--- config.mk ---
export PLATFORM = sky130hd
export DESIGN_NAME = lda_top
export DESIGN_NICKNAME = d
export VERILOG_FILES = /design/src/lda_pkg.sv /design/src/lda_top.sv
export SDC_FILE = /design/constraint.sdc
export NUM_CORES = 2
export LEC_CHECK = 0
export BUFFER_PORTS_ARGS = -buffer_cell sky130_fd_sc_hd__buf_2
export CAP_MARGIN = 0
export CORE_MARGIN = 1.5
export CORE_UTILIZATION = 35
export DETAILED_ROUTE_END_ITERATION = 6
export MAX_ROUTING_LAYER = met4
export RECOVER_POWER = 100
export SYNTH_ARGS = -nofsm -noshare
export SYNTH_HDL_FRONTEND = slang
export SYNTH_SLANG_ARGS = --single-unit
export TNS_END_PERCENT = 10
--- constraint.sdc ---
create_clock -name clk -period 34.3 [get_ports clk]
set_input_delay 1.715 -clock clk [delete_from_list [all_inputs] [get_ports clk]]
set_output_delay 1.715 -clock clk [all_outputs]
set_load 0.1 [all_outputs]
--- src/lda_pkg.sv ---
package lda_pkg;
  // Counts of channels, engines, steps and pattern contents
  localparam int NCH = 4;
  localparam int NENG = 4;
  localparam int NSTEP = 4;
  localparam int NPAT = 4;
  localparam int NLVL = 5;
  localparam int NTIM = 6;

  // Clocking
  localparam int CLK_HZ = 40_000_000;
  localparam int OSC_HZ = 6_000_000;
  localparam int OSC_GCD = 2_000_000;
  localparam int OSC_NUM = OSC_HZ / OSC_GCD;
  localparam int OSC_DEN = CLK_HZ / OSC_GCD;
  localparam int T_UNIT_MS = 50;
  localparam int FADE_STEPS = 256;
  localparam int STEP_TICK_CYC = T_UNIT_MS * (CLK_HZ / 1000) / FADE_STEPS;

  // Register byte offsets
  localparam logic [7:0] A_CTRL = 8'h00;
  localparam logic [7:0] A_SCALE = 8'h04;
  localparam logic [7:0] A_FADE = 8'h08;
  localparam logic [7:0] A_CURVE = 8'h0C;
  localparam logic [7:0] A_ESEL = 8'h10;
  localparam logic [7:0] A_SPAT = 8'h14;
  localparam logic [7:0] A_SEN = 8'h18;
  localparam logic [7:0] A_REP = 8'h1C;
  localparam logic [7:0] A_MAN = 8'h20;
  localparam logic [7:0] A_STAT = 8'h24;
  localparam logic [7:0] A_PAT = 8'h40;
  localparam logic [7:0] PAT_MASK = 8'hC0;
  localparam int PAT_IDX_LSB = 4;
  localparam int PAT_WORD_LSB = 2;

  // Field positions
  localparam int CTRL_FS = 0;
  localparam int CTRL_START = 1;
  localparam int CTRL_STOP = 2;
  localparam int PT_LSB = 8;
  localparam int STAT_BUSY = 4;
  localparam int STAT_CH_LSB = 8;

  // Time slots inside a pattern
  localparam int TI_P0 = 0;
  localparam int TI_SL = 1;
  localparam int TI_P1 = 5;
  localparam int LV_LAST = 4;

  // Codes
  localparam logic [3:0] CODE_LIN_MAX = 4'hA;
  localparam logic [3:0] CODE_LONG0 = 4'hB;
  localparam logic [7:0] UNITS_LONG [0:4] = '{8'h14, 8'h28, 8'h50, 8'h78, 8'hA0};
  localparam logic [3:0] PT_INF = 4'hF;
  localparam logic [1:0] REP_INF = 2'h3;

  typedef enum logic [1:0] {
    PH_IDLE = 2'b00,
    PH_P0 = 2'b01,
    PH_SL = 2'b10,
    PH_P1 = 2'b11
  } lda_phase_t;

  // Time code to number of 50 ms units
  function automatic logic [7:0] lda_units(input logic [3:0] code);
    if (code <= CODE_LIN_MAX) begin
      return {4'h0, code};
    end
    return UNITS_LONG[3'(code - CODE_LONG0)];
  endfunction : lda_units

  // Exponential curve from PWM setting to duty
  function automatic logic [7:0] lda_exp(input logic [7:0] v);
    logic [12:0] t;
    t = {7'h00, 1'b1, v[4:0]} << v[7:5];
    return 8'((t >> 5) - 13'h0001);
  endfunction : lda_exp

  // Level k/256 of the way from a to b
  function automatic logic [7:0] lda_interp(input logic [7:0] a, input logic [7:0] b, input logic [7:0] k);
    logic signed [17:0] d;
    d = ($signed({1'b0, b}) - $signed({1'b0, a})) * $signed({1'b0, k});
    return 8'(a + 8'(d >>> 8));
  endfunction : lda_interp

  // First enabled step at or after from: {found, index}
  function automatic logic [2:0] lda_first(input logic [3:0] en, input logic [2:0] from);
    logic [2:0] r;
    r = 3'h0;
    for (int i = 0; i < NSTEP; i++) begin
      if (!r[2] && 3'(i) >= from && en[i]) begin
        r = {1'b1, 2'(i)};
      end
    end
    return r;
  endfunction : lda_first
endpackage : lda_pkg

--- src/lda_top.sv ---
// Contract
// - Global full-scale select, 25.5 or 51 mA
// - Per-channel 8-bit current scale, reset zero
// - Sink current is full scale times code/255
// - Every channel dimmed by 8-bit PWM
// - PWM timebase from 6 MHz oscillator
// - Per-channel linear or exponential curve select
// - Manual fade only when channel fade enabled
// - Fade moves start to end in 256 steps
// - Exponential curve applies to fade steps
// - Four-bit fade time code table
// - Four engines, channel picks one by field
// - Engine runs steps zero to three in order
// - Disabled steps are skipped
// - All steps disabled: start does not launch
// - Two-bit repeat: once, one, two, forever
// - Step selects one of four patterns
// - Four patterns usable by any step
// - Pattern holds five levels, six times, count
// - Engine busy until finished or stopped
// - Global busy is OR of engine busy
// - Engine and pattern writes ignored while busy
//
// Decided for this implementation: register access over AHB-Lite and the register offsets.
`timescale 1ns/100ps
`default_nettype none
module lda_top
  import lda_pkg::*;
#(
  parameter int STEP_CYC = STEP_TICK_CYC
) (
  input wire logic clk,
  input wire logic rst_n,
  input wire logic hsel,
  input wire logic [31:0] haddr,
  input wire logic [1:0] htrans,
  input wire logic hwrite,
  input wire logic [2:0] hsize,
  input wire logic [31:0] hwdata,
  input wire logic hready,
  output logic [31:0] hrdata,
  output logic hreadyout,
  output logic hresp,
  output logic [NCH-1:0] led_pwm,
  output logic [NCH*9-1:0] sink_tenth_ma,
  output logic full_scale_select,
  output logic engine_busy
);
  logic fs_ff;
  logic [7:0] scale_ff [NCH];
  logic [3:0] fade_en_ff;
  logic [3:0] fade_code_ff;
  logic [3:0] exp_ff;
  logic [3:0] auto_ff;
  logic [1:0] esel_ff [NCH];
  logic [1:0] spat_ff [NENG][NSTEP];
  logic [3:0] sen_ff [NENG];
  logic [1:0] rep_cfg_ff [NENG];
  logic [7:0] plvl_ff [NPAT][NLVL];
  logic [3:0] ptim_ff [NPAT][NTIM];
  logic [3:0] ppc_ff [NPAT];
  logic erun [NENG];
  logic [7:0] elvl [NENG];
  logic [1:0] estp [NENG];
  logic [7:0] mlvl [NCH];
  logic [NCH-1:0] chbusy;
  logic busy;
  logic [7:0] fade_units;

  // Step tick: one pulse per 1/256 of a 50 ms unit
  logic [15:0] tcnt_ff;
  logic tick;
  assign tick = (tcnt_ff == 16'(STEP_CYC - 1));
  always_ff @(posedge clk) begin
    if (!rst_n || tick) begin
      tcnt_ff <= 16'h0000;
    end else begin
      tcnt_ff <= tcnt_ff + 16'h0001;
    end
  end

  // Fractional divider giving the 6 MHz oscillator enable
  logic [4:0] acc_ff;
  logic osc_en;
  logic [7:0] pwm_cnt_ff;
  assign osc_en = (acc_ff >= 5'(OSC_DEN - OSC_NUM));
  always_ff @(posedge clk) begin
    if (!rst_n) begin
      acc_ff <= 5'h00;
    end else if (osc_en) begin
      acc_ff <= acc_ff - 5'(OSC_DEN - OSC_NUM);
    end else begin
      acc_ff <= acc_ff + 5'(OSC_NUM);
    end
  end
  always_ff @(posedge clk) begin
    if (!rst_n) begin
      pwm_cnt_ff <= 8'h00;
    end else if (osc_en) begin
      pwm_cnt_ff <= pwm_cnt_ff + 8'h01;
    end
  end

  // AHB-Lite slave: writes zero wait, reads one wait state
  logic dph_ff;
  logic dwr_ff;
  logic [7:0] dadr_ff;
  logic rd_rdy_ff;
  logic [31:0] hrdata_ff;
  logic [31:0] rmux;
  logic wr;
  logic rd_wait;
  logic is_pat;
  logic [1:0] pi;
  logic [1:0] pw;
  logic start_p;
  logic stop_p;
  assign wr = dph_ff && dwr_ff;
  assign rd_wait = dph_ff && !dwr_ff && !rd_rdy_ff;
  assign hreadyout = !rd_wait;
  assign hresp = 1'b0;
  assign hrdata = hrdata_ff;
  assign is_pat = ((dadr_ff & PAT_MASK) == A_PAT);
  assign pi = dadr_ff[PAT_IDX_LSB +: 2];
  assign pw = dadr_ff[PAT_WORD_LSB +: 2];
  assign stop_p = wr && dadr_ff == A_CTRL && hwdata[CTRL_STOP];
  assign start_p = wr && dadr_ff == A_CTRL && hwdata[CTRL_START] && !hwdata[CTRL_STOP];
  always_ff @(posedge clk) begin
    if (!rst_n) begin
      dph_ff <= 1'b0;
      dwr_ff <= 1'b0;
      dadr_ff <= 8'h00;
    end else if (hready) begin
      dph_ff <= hsel && htrans[1];
      dwr_ff <= hwrite;
      dadr_ff <= haddr[7:0];
    end
  end
  always_ff @(posedge clk) begin
    if (!rst_n) begin
      rd_rdy_ff <= 1'b0;
      hrdata_ff <= 32'h0000_0000;
    end else begin
      rd_rdy_ff <= rd_wait;
      if (rd_wait) begin
        hrdata_ff <= rmux;
      end
    end
  end
  always_comb begin
    rmux = 32'h0000_0000;
    if (is_pat) begin
      case (pw)
        2'h0: rmux = {plvl_ff[pi][3], plvl_ff[pi][2], plvl_ff[pi][1], plvl_ff[pi][0]};
        2'h1: rmux = {20'h00000, ppc_ff[pi], plvl_ff[pi][LV_LAST]};
        2'h2: begin
          for (int t = 0; t < NTIM; t++) rmux[t*4 +: 4] = ptim_ff[pi][t];
        end
        default: rmux = 32'h0000_0000;
      endcase
    end else begin
      case (dadr_ff)
        A_CTRL: rmux[CTRL_FS] = fs_ff;
        A_SCALE: for (int c = 0; c < NCH; c++) rmux[c*8 +: 8] = scale_ff[c];
        A_FADE: rmux[7:0] = {fade_code_ff, fade_en_ff};
        A_CURVE: rmux[7:0] = {auto_ff, exp_ff};
        A_ESEL: for (int c = 0; c < NCH; c++) rmux[c*2 +: 2] = esel_ff[c];
        A_SPAT: begin
          for (int e = 0; e < NENG; e++) begin
            for (int s = 0; s < NSTEP; s++) rmux[(e*4+s)*2 +: 2] = spat_ff[e][s];
          end
        end
        A_SEN: for (int e = 0; e < NENG; e++) rmux[e*4 +: 4] = sen_ff[e];
        A_REP: for (int e = 0; e < NENG; e++) rmux[e*2 +: 2] = rep_cfg_ff[e];
        A_MAN: for (int c = 0; c < NCH; c++) rmux[c*8 +: 8] = mlvl[c];
        A_STAT: begin
          for (int e = 0; e < NENG; e++) rmux[e] = erun[e];
          rmux[STAT_BUSY] = busy;
          rmux[STAT_CH_LSB +: NCH] = chbusy;
        end
        default: rmux = 32'h0000_0000;
      endcase
    end
  end

  // Unlocked configuration
  always_ff @(posedge clk) begin
    if (!rst_n) begin
      fs_ff <= 1'b0;
      fade_en_ff <= 4'h0;
      fade_code_ff <= 4'h0;
      exp_ff <= 4'h0;
      auto_ff <= 4'h0;
      for (int c = 0; c < NCH; c++) begin
        scale_ff[c] <= 8'h00;
        esel_ff[c] <= 2'h0;
      end
    end else if (wr) begin
      case (dadr_ff)
        A_CTRL: fs_ff <= hwdata[CTRL_FS];
        A_SCALE: for (int c = 0; c < NCH; c++) scale_ff[c] <= hwdata[c*8 +: 8];
        A_FADE: {fade_code_ff, fade_en_ff} <= hwdata[7:0];
        A_CURVE: {auto_ff, exp_ff} <= hwdata[7:0];
        A_ESEL: for (int c = 0; c < NCH; c++) esel_ff[c] <= hwdata[c*2 +: 2];
        default: ;
      endcase
    end
  end

  // Engine configuration, frozen while any engine runs
  always_ff @(posedge clk) begin
    if (!rst_n) begin
      for (int e = 0; e < NENG; e++) begin
        sen_ff[e] <= 4'h0;
        rep_cfg_ff[e] <= 2'h0;
        for (int s = 0; s < NSTEP; s++) spat_ff[e][s] <= 2'h0;
      end
    end else if (wr && !busy) begin
      case (dadr_ff)
        A_SPAT: begin
          for (int e = 0; e < NENG; e++) begin
            for (int s = 0; s < NSTEP; s++) spat_ff[e][s] <= hwdata[(e*4+s)*2 +: 2];
          end
        end
        A_SEN: for (int e = 0; e < NENG; e++) sen_ff[e] <= hwdata[e*4 +: 4];
        A_REP: for (int e = 0; e < NENG; e++) rep_cfg_ff[e] <= hwdata[e*2 +: 2];
        default: ;
      endcase
    end
  end

  // Pattern storage, frozen while any engine runs
  always_ff @(posedge clk) begin
    if (!rst_n) begin
      for (int p = 0; p < NPAT; p++) begin
        ppc_ff[p] <= 4'h0;
        for (int l = 0; l < NLVL; l++) plvl_ff[p][l] <= 8'h00;
        for (int t = 0; t < NTIM; t++) ptim_ff[p][t] <= 4'h0;
      end
    end else if (wr && !busy && is_pat) begin
      case (pw)
        2'h0: for (int l = 0; l < LV_LAST; l++) plvl_ff[pi][l] <= hwdata[l*8 +: 8];
        2'h1: begin
          plvl_ff[pi][LV_LAST] <= hwdata[7:0];
          ppc_ff[pi] <= hwdata[PT_LSB +: 4];
        end
        2'h2: for (int t = 0; t < NTIM; t++) ptim_ff[pi][t] <= hwdata[t*4 +: 4];
        default: ;
      endcase
    end
  end

  always_comb begin
    busy = 1'b0;
    for (int e = 0; e < NENG; e++) busy = busy | erun[e];
  end
  assign engine_busy = busy;
  assign full_scale_select = fs_ff;
  assign fade_units = lda_units(fade_code_ff);

  // Animation engines
  for (genvar e = 0; e < NENG; e++) begin : g_eng
    lda_phase_t ph_ff;
    logic [1:0] seg_ff;
    logic [1:0] stp_ff;
    logic [1:0] rep_ff;
    logic [3:0] play_ff;
    logic [7:0] cnt_ff;
    logic [7:0] k_ff;
    logic [7:0] lvl_ff;
    logic [7:0] units;
    logic [1:0] pat;
    logic [1:0] n_stp;
    logic [1:0] p_n;
    logic [2:0] f_first;
    logic [2:0] f_next;
    logic used;
    logic step_adv;
    logic seg_done;
    logic enter;
    always_comb begin
      used = 1'b0;
      for (int c = 0; c < NCH; c++) used = used | (auto_ff[c] && esel_ff[c] == 2'(e));
    end
    assign pat = spat_ff[e][stp_ff];
    always_comb begin
      case (ph_ff)
        PH_P0: units = lda_units(ptim_ff[pat][TI_P0]);
        PH_SL: units = lda_units(ptim_ff[pat][3'(seg_ff) + 3'(TI_SL)]);
        PH_P1: units = lda_units(ptim_ff[pat][TI_P1]);
        default: units = 8'h00;
      endcase
    end
    assign step_adv = tick && cnt_ff == units - 8'h01;
    assign seg_done = (units == 8'h00) || (step_adv && k_ff == 8'hFF);
    assign f_first = lda_first(sen_ff[e], 3'h0);
    assign f_next = lda_first(sen_ff[e], 3'(stp_ff) + 3'h1);
    assign n_stp = (ph_ff == PH_IDLE || !f_next[2]) ? f_first[1:0] : f_next[1:0];
    assign p_n = spat_ff[e][n_stp];
    assign enter = (ph_ff == PH_IDLE && start_p && used && f_first[2]) ||
                   (ph_ff == PH_P1 && seg_done && (f_next[2] || rep_ff != 2'h0));
    always_ff @(posedge clk) begin
      if (!rst_n || stop_p) begin
        ph_ff <= PH_IDLE;
        seg_ff <= 2'h0;
        stp_ff <= 2'h0;
        rep_ff <= 2'h0;
        play_ff <= 4'h0;
        cnt_ff <= 8'h00;
        k_ff <= 8'h00;
        lvl_ff <= 8'h00;
      end else if (enter) begin
        ph_ff <= PH_P0;
        stp_ff <= n_stp;
        play_ff <= ppc_ff[p_n];
        seg_ff <= 2'h0;
        cnt_ff <= 8'h00;
        k_ff <= 8'h00;
        lvl_ff <= plvl_ff[p_n][0];
        if (ph_ff == PH_IDLE) begin
          rep_ff <= rep_cfg_ff[e];
        end else if (!f_next[2] && rep_ff != REP_INF) begin
          rep_ff <= rep_ff - 2'h1;
        end
      end else if (ph_ff != PH_IDLE && seg_done) begin
        cnt_ff <= 8'h00;
        k_ff <= 8'h00;
        case (ph_ff)
          PH_P0: begin
            if (play_ff == 4'h0) begin
              ph_ff <= PH_P1;
              lvl_ff <= plvl_ff[pat][LV_LAST];
            end else begin
              ph_ff <= PH_SL;
              seg_ff <= 2'h0;
            end
          end
          PH_SL: begin
            lvl_ff <= plvl_ff[pat][3'(seg_ff) + 3'h1];
            if (seg_ff != 2'h3) begin
              seg_ff <= seg_ff + 2'h1;
            end else if (play_ff == 4'h1) begin
              ph_ff <= PH_P1;
            end else begin
              seg_ff <= 2'h0;
              if (play_ff != PT_INF) play_ff <= play_ff - 4'h1;
            end
          end
          default: ph_ff <= PH_IDLE;
        endcase
      end else if (ph_ff != PH_IDLE && step_adv) begin
        cnt_ff <= 8'h00;
        k_ff <= k_ff + 8'h01;
        if (ph_ff == PH_SL) begin
          lvl_ff <= lda_interp(plvl_ff[pat][seg_ff], plvl_ff[pat][3'(seg_ff) + 3'h1], k_ff + 8'h01);
        end
      end else if (ph_ff != PH_IDLE && tick) begin
        cnt_ff <= cnt_ff + 8'h01;
      end
    end
    assign erun[e] = (ph_ff != PH_IDLE);
    assign elvl[e] = lvl_ff;
    assign estp[e] = stp_ff;
  end

  // Per-channel manual sloper, selection, curve and PWM
  for (genvar c = 0; c < NCH; c++) begin : g_ch
    logic act_ff;
    logic [7:0] from_ff;
    logic [7:0] to_ff;
    logic [7:0] k_ff;
    logic [7:0] cnt_ff;
    logic [7:0] lvl_ff;
    logic [7:0] new_l;
    logic [7:0] src;
    logic [7:0] duty;
    logic [1:0] es;
    logic pwm_ff;
    logic [8:0] sink_ff;
    assign new_l = hwdata[c*8 +: 8];
    always_ff @(posedge clk) begin
      if (!rst_n) begin
        act_ff <= 1'b0;
        from_ff <= 8'h00;
        to_ff <= 8'h00;
        k_ff <= 8'h00;
        cnt_ff <= 8'h00;
        lvl_ff <= 8'h00;
      end else if (wr && dadr_ff == A_MAN) begin
        if (fade_en_ff[c] && fade_units != 8'h00) begin
          from_ff <= lvl_ff;
          to_ff <= new_l;
          k_ff <= 8'h00;
          cnt_ff <= 8'h00;
          act_ff <= 1'b1;
        end else begin
          lvl_ff <= new_l;
          act_ff <= 1'b0;
        end
      end else if (act_ff && tick) begin
        if (cnt_ff == fade_units - 8'h01) begin
          cnt_ff <= 8'h00;
          if (k_ff == 8'hFF) begin
            act_ff <= 1'b0;
            lvl_ff <= to_ff;
          end else begin
            k_ff <= k_ff + 8'h01;
            lvl_ff <= lda_interp(from_ff, to_ff, k_ff + 8'h01);
          end
        end else begin
          cnt_ff <= cnt_ff + 8'h01;
        end
      end
    end
    assign mlvl[c] = lvl_ff;
    assign es = esel_ff[c];
    assign src = (auto_ff[c] && erun[es]) ? elvl[es] : lvl_ff;
    assign duty = exp_ff[c] ? lda_exp(src) : src;
    assign chbusy[c] = erun[es];
    always_ff @(posedge clk) begin
      if (!rst_n) begin
        pwm_ff <= 1'b0;
        sink_ff <= 9'h000;
      end else begin
        pwm_ff <= (pwm_cnt_ff < duty);
        sink_ff <= fs_ff ? {scale_ff[c], 1'b0} : {1'b0, scale_ff[c]};
      end
    end
    assign led_pwm[c] = pwm_ff;
    assign sink_tenth_ma[c*9 +: 9] = sink_ff;
  end

  busy_or_a: assert property (@(posedge clk) disable iff (!rst_n)
    engine_busy == (erun[0] | erun[1] | erun[2] | erun[3])) else $error("global busy not OR of engines");
  start_none_a: assert property (@(posedge clk) disable iff (!rst_n)
    (start_p && sen_ff[0] == 4'h0 && !erun[0]) |=> !erun[0]) else $error("engine launched with no step");
  stop_clear_a: assert property (@(posedge clk) disable iff (!rst_n)
    stop_p |=> !engine_busy) else $error("engine busy after stop");
  lock_keep_a: assert property (@(posedge clk) disable iff (!rst_n)
    (wr && busy && dadr_ff == A_REP) |=> $stable(rep_cfg_ff[0]) && $stable(rep_cfg_ff[3]))
    else $error("locked register changed");
  fs_reset_a: assert property (@(posedge clk)
    !rst_n |=> !full_scale_select) else $error("full scale not cleared by reset");
  sink_calc_a: assert property (@(posedge clk) disable iff (!rst_n)
    ##1 sink_tenth_ma[8:0] == ($past(fs_ff) ? {$past(scale_ff[0]), 1'b0} : {1'b0, $past(scale_ff[0])}))
    else $error("sink current wrong");
  osc_rate_a: assert property (@(posedge clk) disable iff (!rst_n)
    osc_en |=> (pwm_cnt_ff == $past(pwm_cnt_ff) + 8'h01) && !osc_en ##1 !osc_en [*4])
    else $error("oscillator enable too fast");
  man_direct_a: assert property (@(posedge clk) disable iff (!rst_n)
    (wr && dadr_ff == A_MAN && !fade_en_ff[0]) |=> mlvl[0] == $past(hwdata[7:0])) else $error("direct level lost");
  step_enabled_a: assert property (@(posedge clk) disable iff (!rst_n)
    erun[0] |-> sen_ff[0][estp[0]]) else $error("disabled step running");
endmodule : lda_top
`default_nettype wire

* Word level (Yosys, flattened, before mapping) *
Memory sizes are Yosys's and may differ from the RTL's. A register that Yosys moved wholly into a read port is not among the register bits.
Cells that the tools add are included.

storage, ports and cells
  memory bits (writable) = 368
  output and inout bits = 76
  memories = 21
  word-level logic and storage cells = 1246
  ROM bits = 832
  input bits = 74
  register bits = 437

memory list
  memory            depth  width  read ports  clocked after memory_dff  wr ports  RTL line       text
  plvl_ff           4      40     9           1                         4         lda_top.sv:59  logic [7:0] plvl_ff [NPAT][NLVL];
  ptim_ff           4      24     5           1                         4         lda_top.sv:60  logic [3:0] ptim_ff [NPAT][NTIM];
  (name not given)  8      8      1           0                         0         lda_pkg.sv:69  return UNITS_LONG[3'(code - CODE_LONG0)];
  (name not given)  8      8      1           0                         0         lda_pkg.sv:69
  (name not given)  8      8      1           0                         0         lda_pkg.sv:69
  (name not given)  8      8      1           0                         0         lda_pkg.sv:69
  15 more memories  n/a    n/a    n/a         n/a                       n/a       n/a

cells by class
  reductions and logical operators = 310
  equal/unequal tests = 117
  multiplexer cells = 471
  bitwise operators = 81
  add/sub/neg operators = 78
  shift operators = 4
  $lt $le $gt $ge = 67
  multipliers = 8

operator list
  operator                                               number
  2-to-1 mux 8 bit                                       165
  binary-select mux 8 bit (select 3 bit)                 8
  2-to-1 mux 2 bit                                       82
  2-to-1 mux 4 bit                                       37
  adder 8 x 1 -> 8 bit, second input constant            17
  multiplier 9 x 9 -> 16 bit                             8
  logical AND 1 bit                                      123
  2-to-1 mux 1 bit                                       100
  2-to-1 mux 3 bit                                       32
  case mux 8 bit (3 select lines)                        4
  nonzero test 2 bit                                     40
  inequality test 2 bit, second input constant           36
  case mux 24 bit (3 select lines)                       1
  subtractor 8 x 1 -> 8 bit, second input constant       9
  subtractor 8 x 8 -> 9 bit                              8
  >= comparator 4 bit, second input constant             17
  inverter 3 -> 4 bit                                    17
  adder 8 bit                                            8
  binary-select mux 8 bit (select 2 bit)                 4
  == test 8 bit                                          8
  == test 8 bit, second input constant                   8
  case mux 8 bit (2 select lines)                        4
  less-or-equal comparator 4 bit, second input constant  13
  << shifter 6 x 3 -> 13 bit                             4
  58 further kinds                                       383

* Longest topological paths before layout *
An unclocked memory read counts as a cell.

  depth in word-level cells = 25
  mapped depth = 49
  gate-level depth less buffers = 42

* Worst setup path before layout *
OpenSTA, ideal clock, no wires.

  path kind = reg-to-reg
  start = reg g_eng[1].stp_ff[0]
  end = reg g_eng[1].lvl_ff[7]
  arrival time = 11.200 ns
  path slack = 22.955 ns
  setup time = 0.145 ns
  buffers on the path = 8
  required time = 34.155 ns
  clock period less this slack = 11.345 ns
  stages on the path, launching flop included = 46
  cells stage by stage = dfxtp_1 mux4_2 buf_4 buf_6 buf_4 buf_4 buf_2 buf_1 clkbuf_1 buf_2 mux4_2 mux4_2 ha_1 maj3_1 o21bai_1 inv_1 maj3_1 nor2b_1 [... 10 more ...] inv_1 fa_1 ha_1 a21oi_1 o21bai_1 and2_1 o21a_1 nor2_1 o21ai_0 xor2_1 ha_1 o21a_1 a21o_1 a21oi_1 xnor2_1 xnor2_1 a2111oi_0 a211oi_1

on the way
  longest elaborated chain between the ends = 25
  elaborated cells between the ends (all ways) = 98
  classes of those cells = 7 x add/sub; 1 x mul; 7 x order compare; 2 x eq/ne; 45 x mux; 5 x bitwise; 26 x reduce/logical; 5 x memory

ends and longest elaborated chain
  item                                                                          RTL line        text
  from (decl)                                                                   lda_top.sv:265  logic [1:0] stp_ff;
  from (signal assigned)                                                        lda_top.sv:314  stp_ff <= n_stp;
  parallel branches: the longest is 25 deep, another holds memory (4 x 40 bit)  n/a
  to (signal assigned)                                                          lda_top.sv:319  lvl_ff <= plvl_ff[p_n][0];
  to (signal assigned)                                                          lda_top.sv:332  lvl_ff <= plvl_ff[pat][LV_LAST];
  to (signal assigned)                                                          lda_top.sv:339  lvl_ff <= plvl_ff[pat][3'(seg_ff) + 3'h1];
  to (decl)                                                                     lda_top.sv:270  logic [7:0] lvl_ff;

Parallel ways; which one is timed is not known. The select of a mux whose other input is x is not followed.
A chain may end at the register's enable or synchronous reset.

* Worst setup path after layout *
  start = reg g_eng[0].stp_ff[1]
  end = reg g_eng[0].lvl_ff[7]

on the way
  longest elaborated chain between the ends = 25
  elaborated cells between the ends (all ways) = 98
  classes of those cells = 7 x add/sub; 1 x mul; 7 x order compare; 2 x eq/ne; 45 x mux; 5 x bitwise; 26 x reduce/logical; 5 x memory

ends and longest elaborated chain
  item                                                                          RTL line
  from (decl)                                                                   lda_top.sv:265
  from (signal assigned)                                                        lda_top.sv:314
  parallel branches: the longest is 25 deep, another holds memory (4 x 40 bit)  n/a
  to (signal assigned)                                                          lda_top.sv:319
  to (signal assigned)                                                          lda_top.sv:332
  to (signal assigned)                                                          lda_top.sv:339
  to (decl)                                                                     lda_top.sv:270

Parallel ways; which one is timed is not known. The select of a mux whose other input is x is not followed.

==> run_results.csv <==
group,metric,value,unit
synth,ys_types,108,
floorplan,fp.dieW,483,µm
setup_path,arrival,16.50,ns
floorplan,num_rows,175,
clocking,cts_buffers,99,
outcome,status,"finished, violations left",
cells_and_area,layout-drive-gt1-share,0.103,
clocking,post_cts_buffers,0,
hold_path,hold_class,"register to register",
floorplan,initial_core_util,0.353,
clocking,clockBufferDepth,3,
setup_path,reg2reg_slack,18.48,ns
clocking,insertion_delay,0.77,ns
setup_path,reg2reg_depth,42,
floorplan,die-height,483,µm
place,gp_congestion,1.04,
clocking,cts_tree,"built",
grt,grt-ovfl-total,0,
clocking,post_cts_resized,0,
setup_path,path_max_fanout,39,
setup_path,critPathMaxStageDelay,2.64,ns
pwr,power_density,31.1,mW/mm²
sta,fin_crit_sh,0.461,
cells_and_area,syn2layout_area_growth,8.42,%
pwr,p_leak,34.3,nW
cells_and_area,nFillCells,22693,
pwr,peakVddDrop,0.0453,mV
flow_run,maxCapViolCount,30,
synth,yosysTopAreaCell,"edfxtp_1",
route,finalWirelength,280000,µm
synth,yosys.area_share.simple,0.167,
sta,finalSetupViolCount,0,
floorplan,design.die.area,0.233,mm²
synth,synth_compound_gate_area_share,0.115,
grt,track_usage,0.245,
place,dpl.hpwl,215000,µm
synth,synth_top_family_by_area,"adder cells",
clocking,cts.sinks,807,
setup_path,slowest_stage,"clkbuf_1",
synth,ys_seq_area_frac,0.246,
setup_path,worstSetupEndpointType,"register",
grt,grt_pass1_wl,417000,µm
synth,synthTopCellsByArea,"edfxtp_1, mux4_2, dfxtp_1",
floorplan,ioPinCount,150,
clocking,clk_pin_slew,0.06,ns
setup_path,crit_type,"register to register",
synth,synth-adder-area-share,0.187,
setup_path,r2r_end,"g_eng[0].lvl_ff[7]",
cells_and_area,final_core_util,0.383,
synth,synth_edf_count,368,
synth,muxShareOfSynthArea,0.165,
sta,rsz0062_at_grt,"false",
grt,grt_max_degree,175,
grt,antenna_found_initial,21,
synth,synthCells,8494,
synth,synth_top_area_frac,0.137,
sta,tns,0,ns
place,dpl.cell_count,11305,
sta,skew,0.0695,ns
synth,ys_ff_latch,807,
synth,synth-xor-area-share,0.0575,
route,dr.pass1.iters,6,
synth,async_flop_share,0,
sta,report.final.slew_viol_count,1106,
route,vias,66406,
synth,synth_top_flop_cell,"dfxtp_1",
route,ant_nets,0,
sta,final_hold_viol_count,0,
setup_path,crit_path_end,"g_eng[0].lvl_ff[7]",
outcome,violations,"capacitance limit, slew limit",
synth,syn_area,0.0806,mm²
place,io_buffer_count,120,
synth,post-synth-top-count-cell,"inv_1",
synth,syn_nets,9502,
sta,clock.fmax,0.0632,GHz
route,avgRoutedWirePerCell,24.4,µm
route,drc,0,
cells_and_area,fin_cells,11507,
sta,relSlewSlack,-3.09,
sta,tightest_slew,6.13,ns
clocking,root_buffer,"clkbuf_16",
clocking,ctsHoldBuffers,0,
setup_path,r2r-start,"g_eng[0].stp_ff[1]",
setup_path,critPathLaunchType,"register",
clocking,htree_num_levels,3,
floorplan,core,0.228,mm²
grt,grt_pass1_vias,64697,
synth,synth_warnings,0,
sta,timing.hold.ws,0.465,ns
setup_path,crit_required,34.99,ns
setup_path,cp-startpoint,"g_eng[0].stp_ff[1]",
synth,syn_area_per_cell,9.48,µm²
route,drtIter0Drc,7531,
sta,min_period,15.82,ns
cells_and_area,nets,9405,
pwr,finalPower,0.00272,W
synth,synth_common_cells,"inv_1, nand2_1, nor2_1",
route,vias_per_cell,5.77,
[power by group]
part | switching, W | internal [W] | total, W | leakage [nW]
logic | 0.000343 | 0.000183 | 0.000526 | 25.2
clock network | 0.000481 | 0.000656 | 0.00114 | 1.70
registers | 0.0000295 | 0.00103 | 0.00105 | 7.35
[state kept, by name (all words and copies together), names as in the netlist, 16 cells and up, named ones only]
register / cells
plvl_ff: 160
ptim_ff: 96
g_ch.sink_ff: 36
g_ch.cnt_ff: 32
g_ch.from_ff: 32
g_ch.k_ff: 32
g_ch.lvl_ff: 32
g_ch.to_ff: 32
g_eng.cnt_ff: 32
g_eng.k_ff: 32
g_eng.lvl_ff: 32
hrdata: 32
scale_ff: 32
spat_ff: 32
g_eng.play_ff: 16
ppc_ff: 16
sen_ff: 16
tcnt_ff: 16
[placed cells by master, fill, tap and decap left out, types with 24 or more instances in the layout]
| cell | synthesis | routed |
|---|---|---|
| nor2_1 | 647 | 641 |
| buf_4 | 16 | 77 |
| nand2_1 | 789 | 787 |
| edfxtp_1 | 368 | 368 |
| buf_2 | 34 | 44 |
| nor2b_1 | 165 | 164 |
| nor4_1 | 26 | 24 |
| o211ai_1 | 47 | 47 |
| or3_1 | 47 | 47 |
| a211oi_1 | 46 | 46 |
| xnor2_1 | 332 | 332 |
| o21a_1 | 33 | 33 |
| a21boi_0 | 100 | 100 |
| ha_1 | 498 | 498 |
| nand2b_1 | 124 | 124 |
| inv_1 | 849 | 849 |
| nand4_1 | 54 | 54 |
| clkbuf_16 | 0 | 103 |
| nand3_1 | 172 | 171 |
| nor3_1 | 80 | 79 |
| a21oi_1 | 268 | 268 |
| a221oi_1 | 23 | 24 |
| o21bai_1 | 67 | 67 |
| xor2_1 | 197 | 197 |
| and2_1 | 436 | 255 |
| mux4_2 | 401 | 397 |
| a31oi_1 | 68 | 68 |
| a22oi_1 | 78 | 78 |
| and2_0 | 0 | 180 |
| mux2_2 | 104 | 104 |
| fa_1 | 436 | 436 |
| clkbuf_1 | 332 | 129 |
| a21o_1 | 72 | 72 |
| dfxtp_1 | 439 | 434 |
| a41oi_1 | 24 | 24 |
| o22ai_1 | 37 | 37 |
| and3_1 | 79 | 79 |
| o21ai_0 | 282 | 282 |
| or2_2 | 26 | 25 |
| mux2i_1 | 301 | 301 |
[worst min-delay path by stage]
stage	from	endpoint	slack, ns	cells after the start
3_5_place_dp	tcnt_ff[0]	tcnt_ff[0]	0.46	1
6_report	tcnt_ff[0]	tcnt_ff[0]	0.46	1
4_1_cts	tcnt_ff[0]	tcnt_ff[0]	0.47	1
2_1_floorplan	tcnt_ff[0]	tcnt_ff[0]	0.43	1
3_3_place_gp	tcnt_ff[0]	tcnt_ff[0]	0.44	1
5_1_grt	tcnt_ff[0]	tcnt_ff[0]	0.49	1
[critical path, delay by kind of cell (launching register included)]
family | cells | cell delay (ns)
multiplexers | 3 | 1.60
AO/OA/AOI/OAI | 13 | 2.72
flip-flops | 1 | 0.54
buffers and inverters | 7 | 5.07
adder cells (fa/ha/maj) | 9 | 3.53
XOR/XNOR | 3 | 0.76
AND/OR/NAND/NOR | 7 | 1.42
[final cells by class]
cell class | instances | area (µm²) | share of cell area
inverters | 855 | 3210 | 0.0367
repair buffers | 235 | 1230 | 0.0140
multi-input cells | 6399 | 55800 | 0.639
diodes | 14 | 35.0 | 0.000401
clock inverters | 65 | 787 | 0.00901
clock buffers | 123 | 2690 | 0.0308
well taps | 3009 | 3760 | 0.0431
flip-flops and latches | 807 | 19800 | 0.227
[through the flow]
step	setup slack, ns	instance area, µm²
3_3_place_gp	22.32	84200
4_1_cts	22.17	87700
2_1_floorplan	22.96	80600
3_5_place_dp	22.26	84200
6_report	18.48	87300
5_1_grt	17.59	87300
[metal layers]
| metal | GRT usage | up-vias | part of all wire |
|---|---|---|---|
| li1 | - | 29486 | - |
| met1 | 0.307 | 32801 | 0.39 |
| met2 | 0.357 | 3399 | 0.43 |
| met3 | 0.0707 | 720 | 0.12 |
| met4 | 0.129 | 0 | 0.065 |
| met5 | - | - | 0 |
[cell families after synthesis]
| logic type | count (synthesis) |
|---|---|
| buf+inv | 1288 |
| other cells | 1 |
| compound gates | 1378 |
| flops | 807 |
| mux | 810 |
| xor+xnor | 529 |
| fa+ha+maj | 946 |
| simple gates | 2735 |
Note: power is estimated with default switching activity, not from simulation.
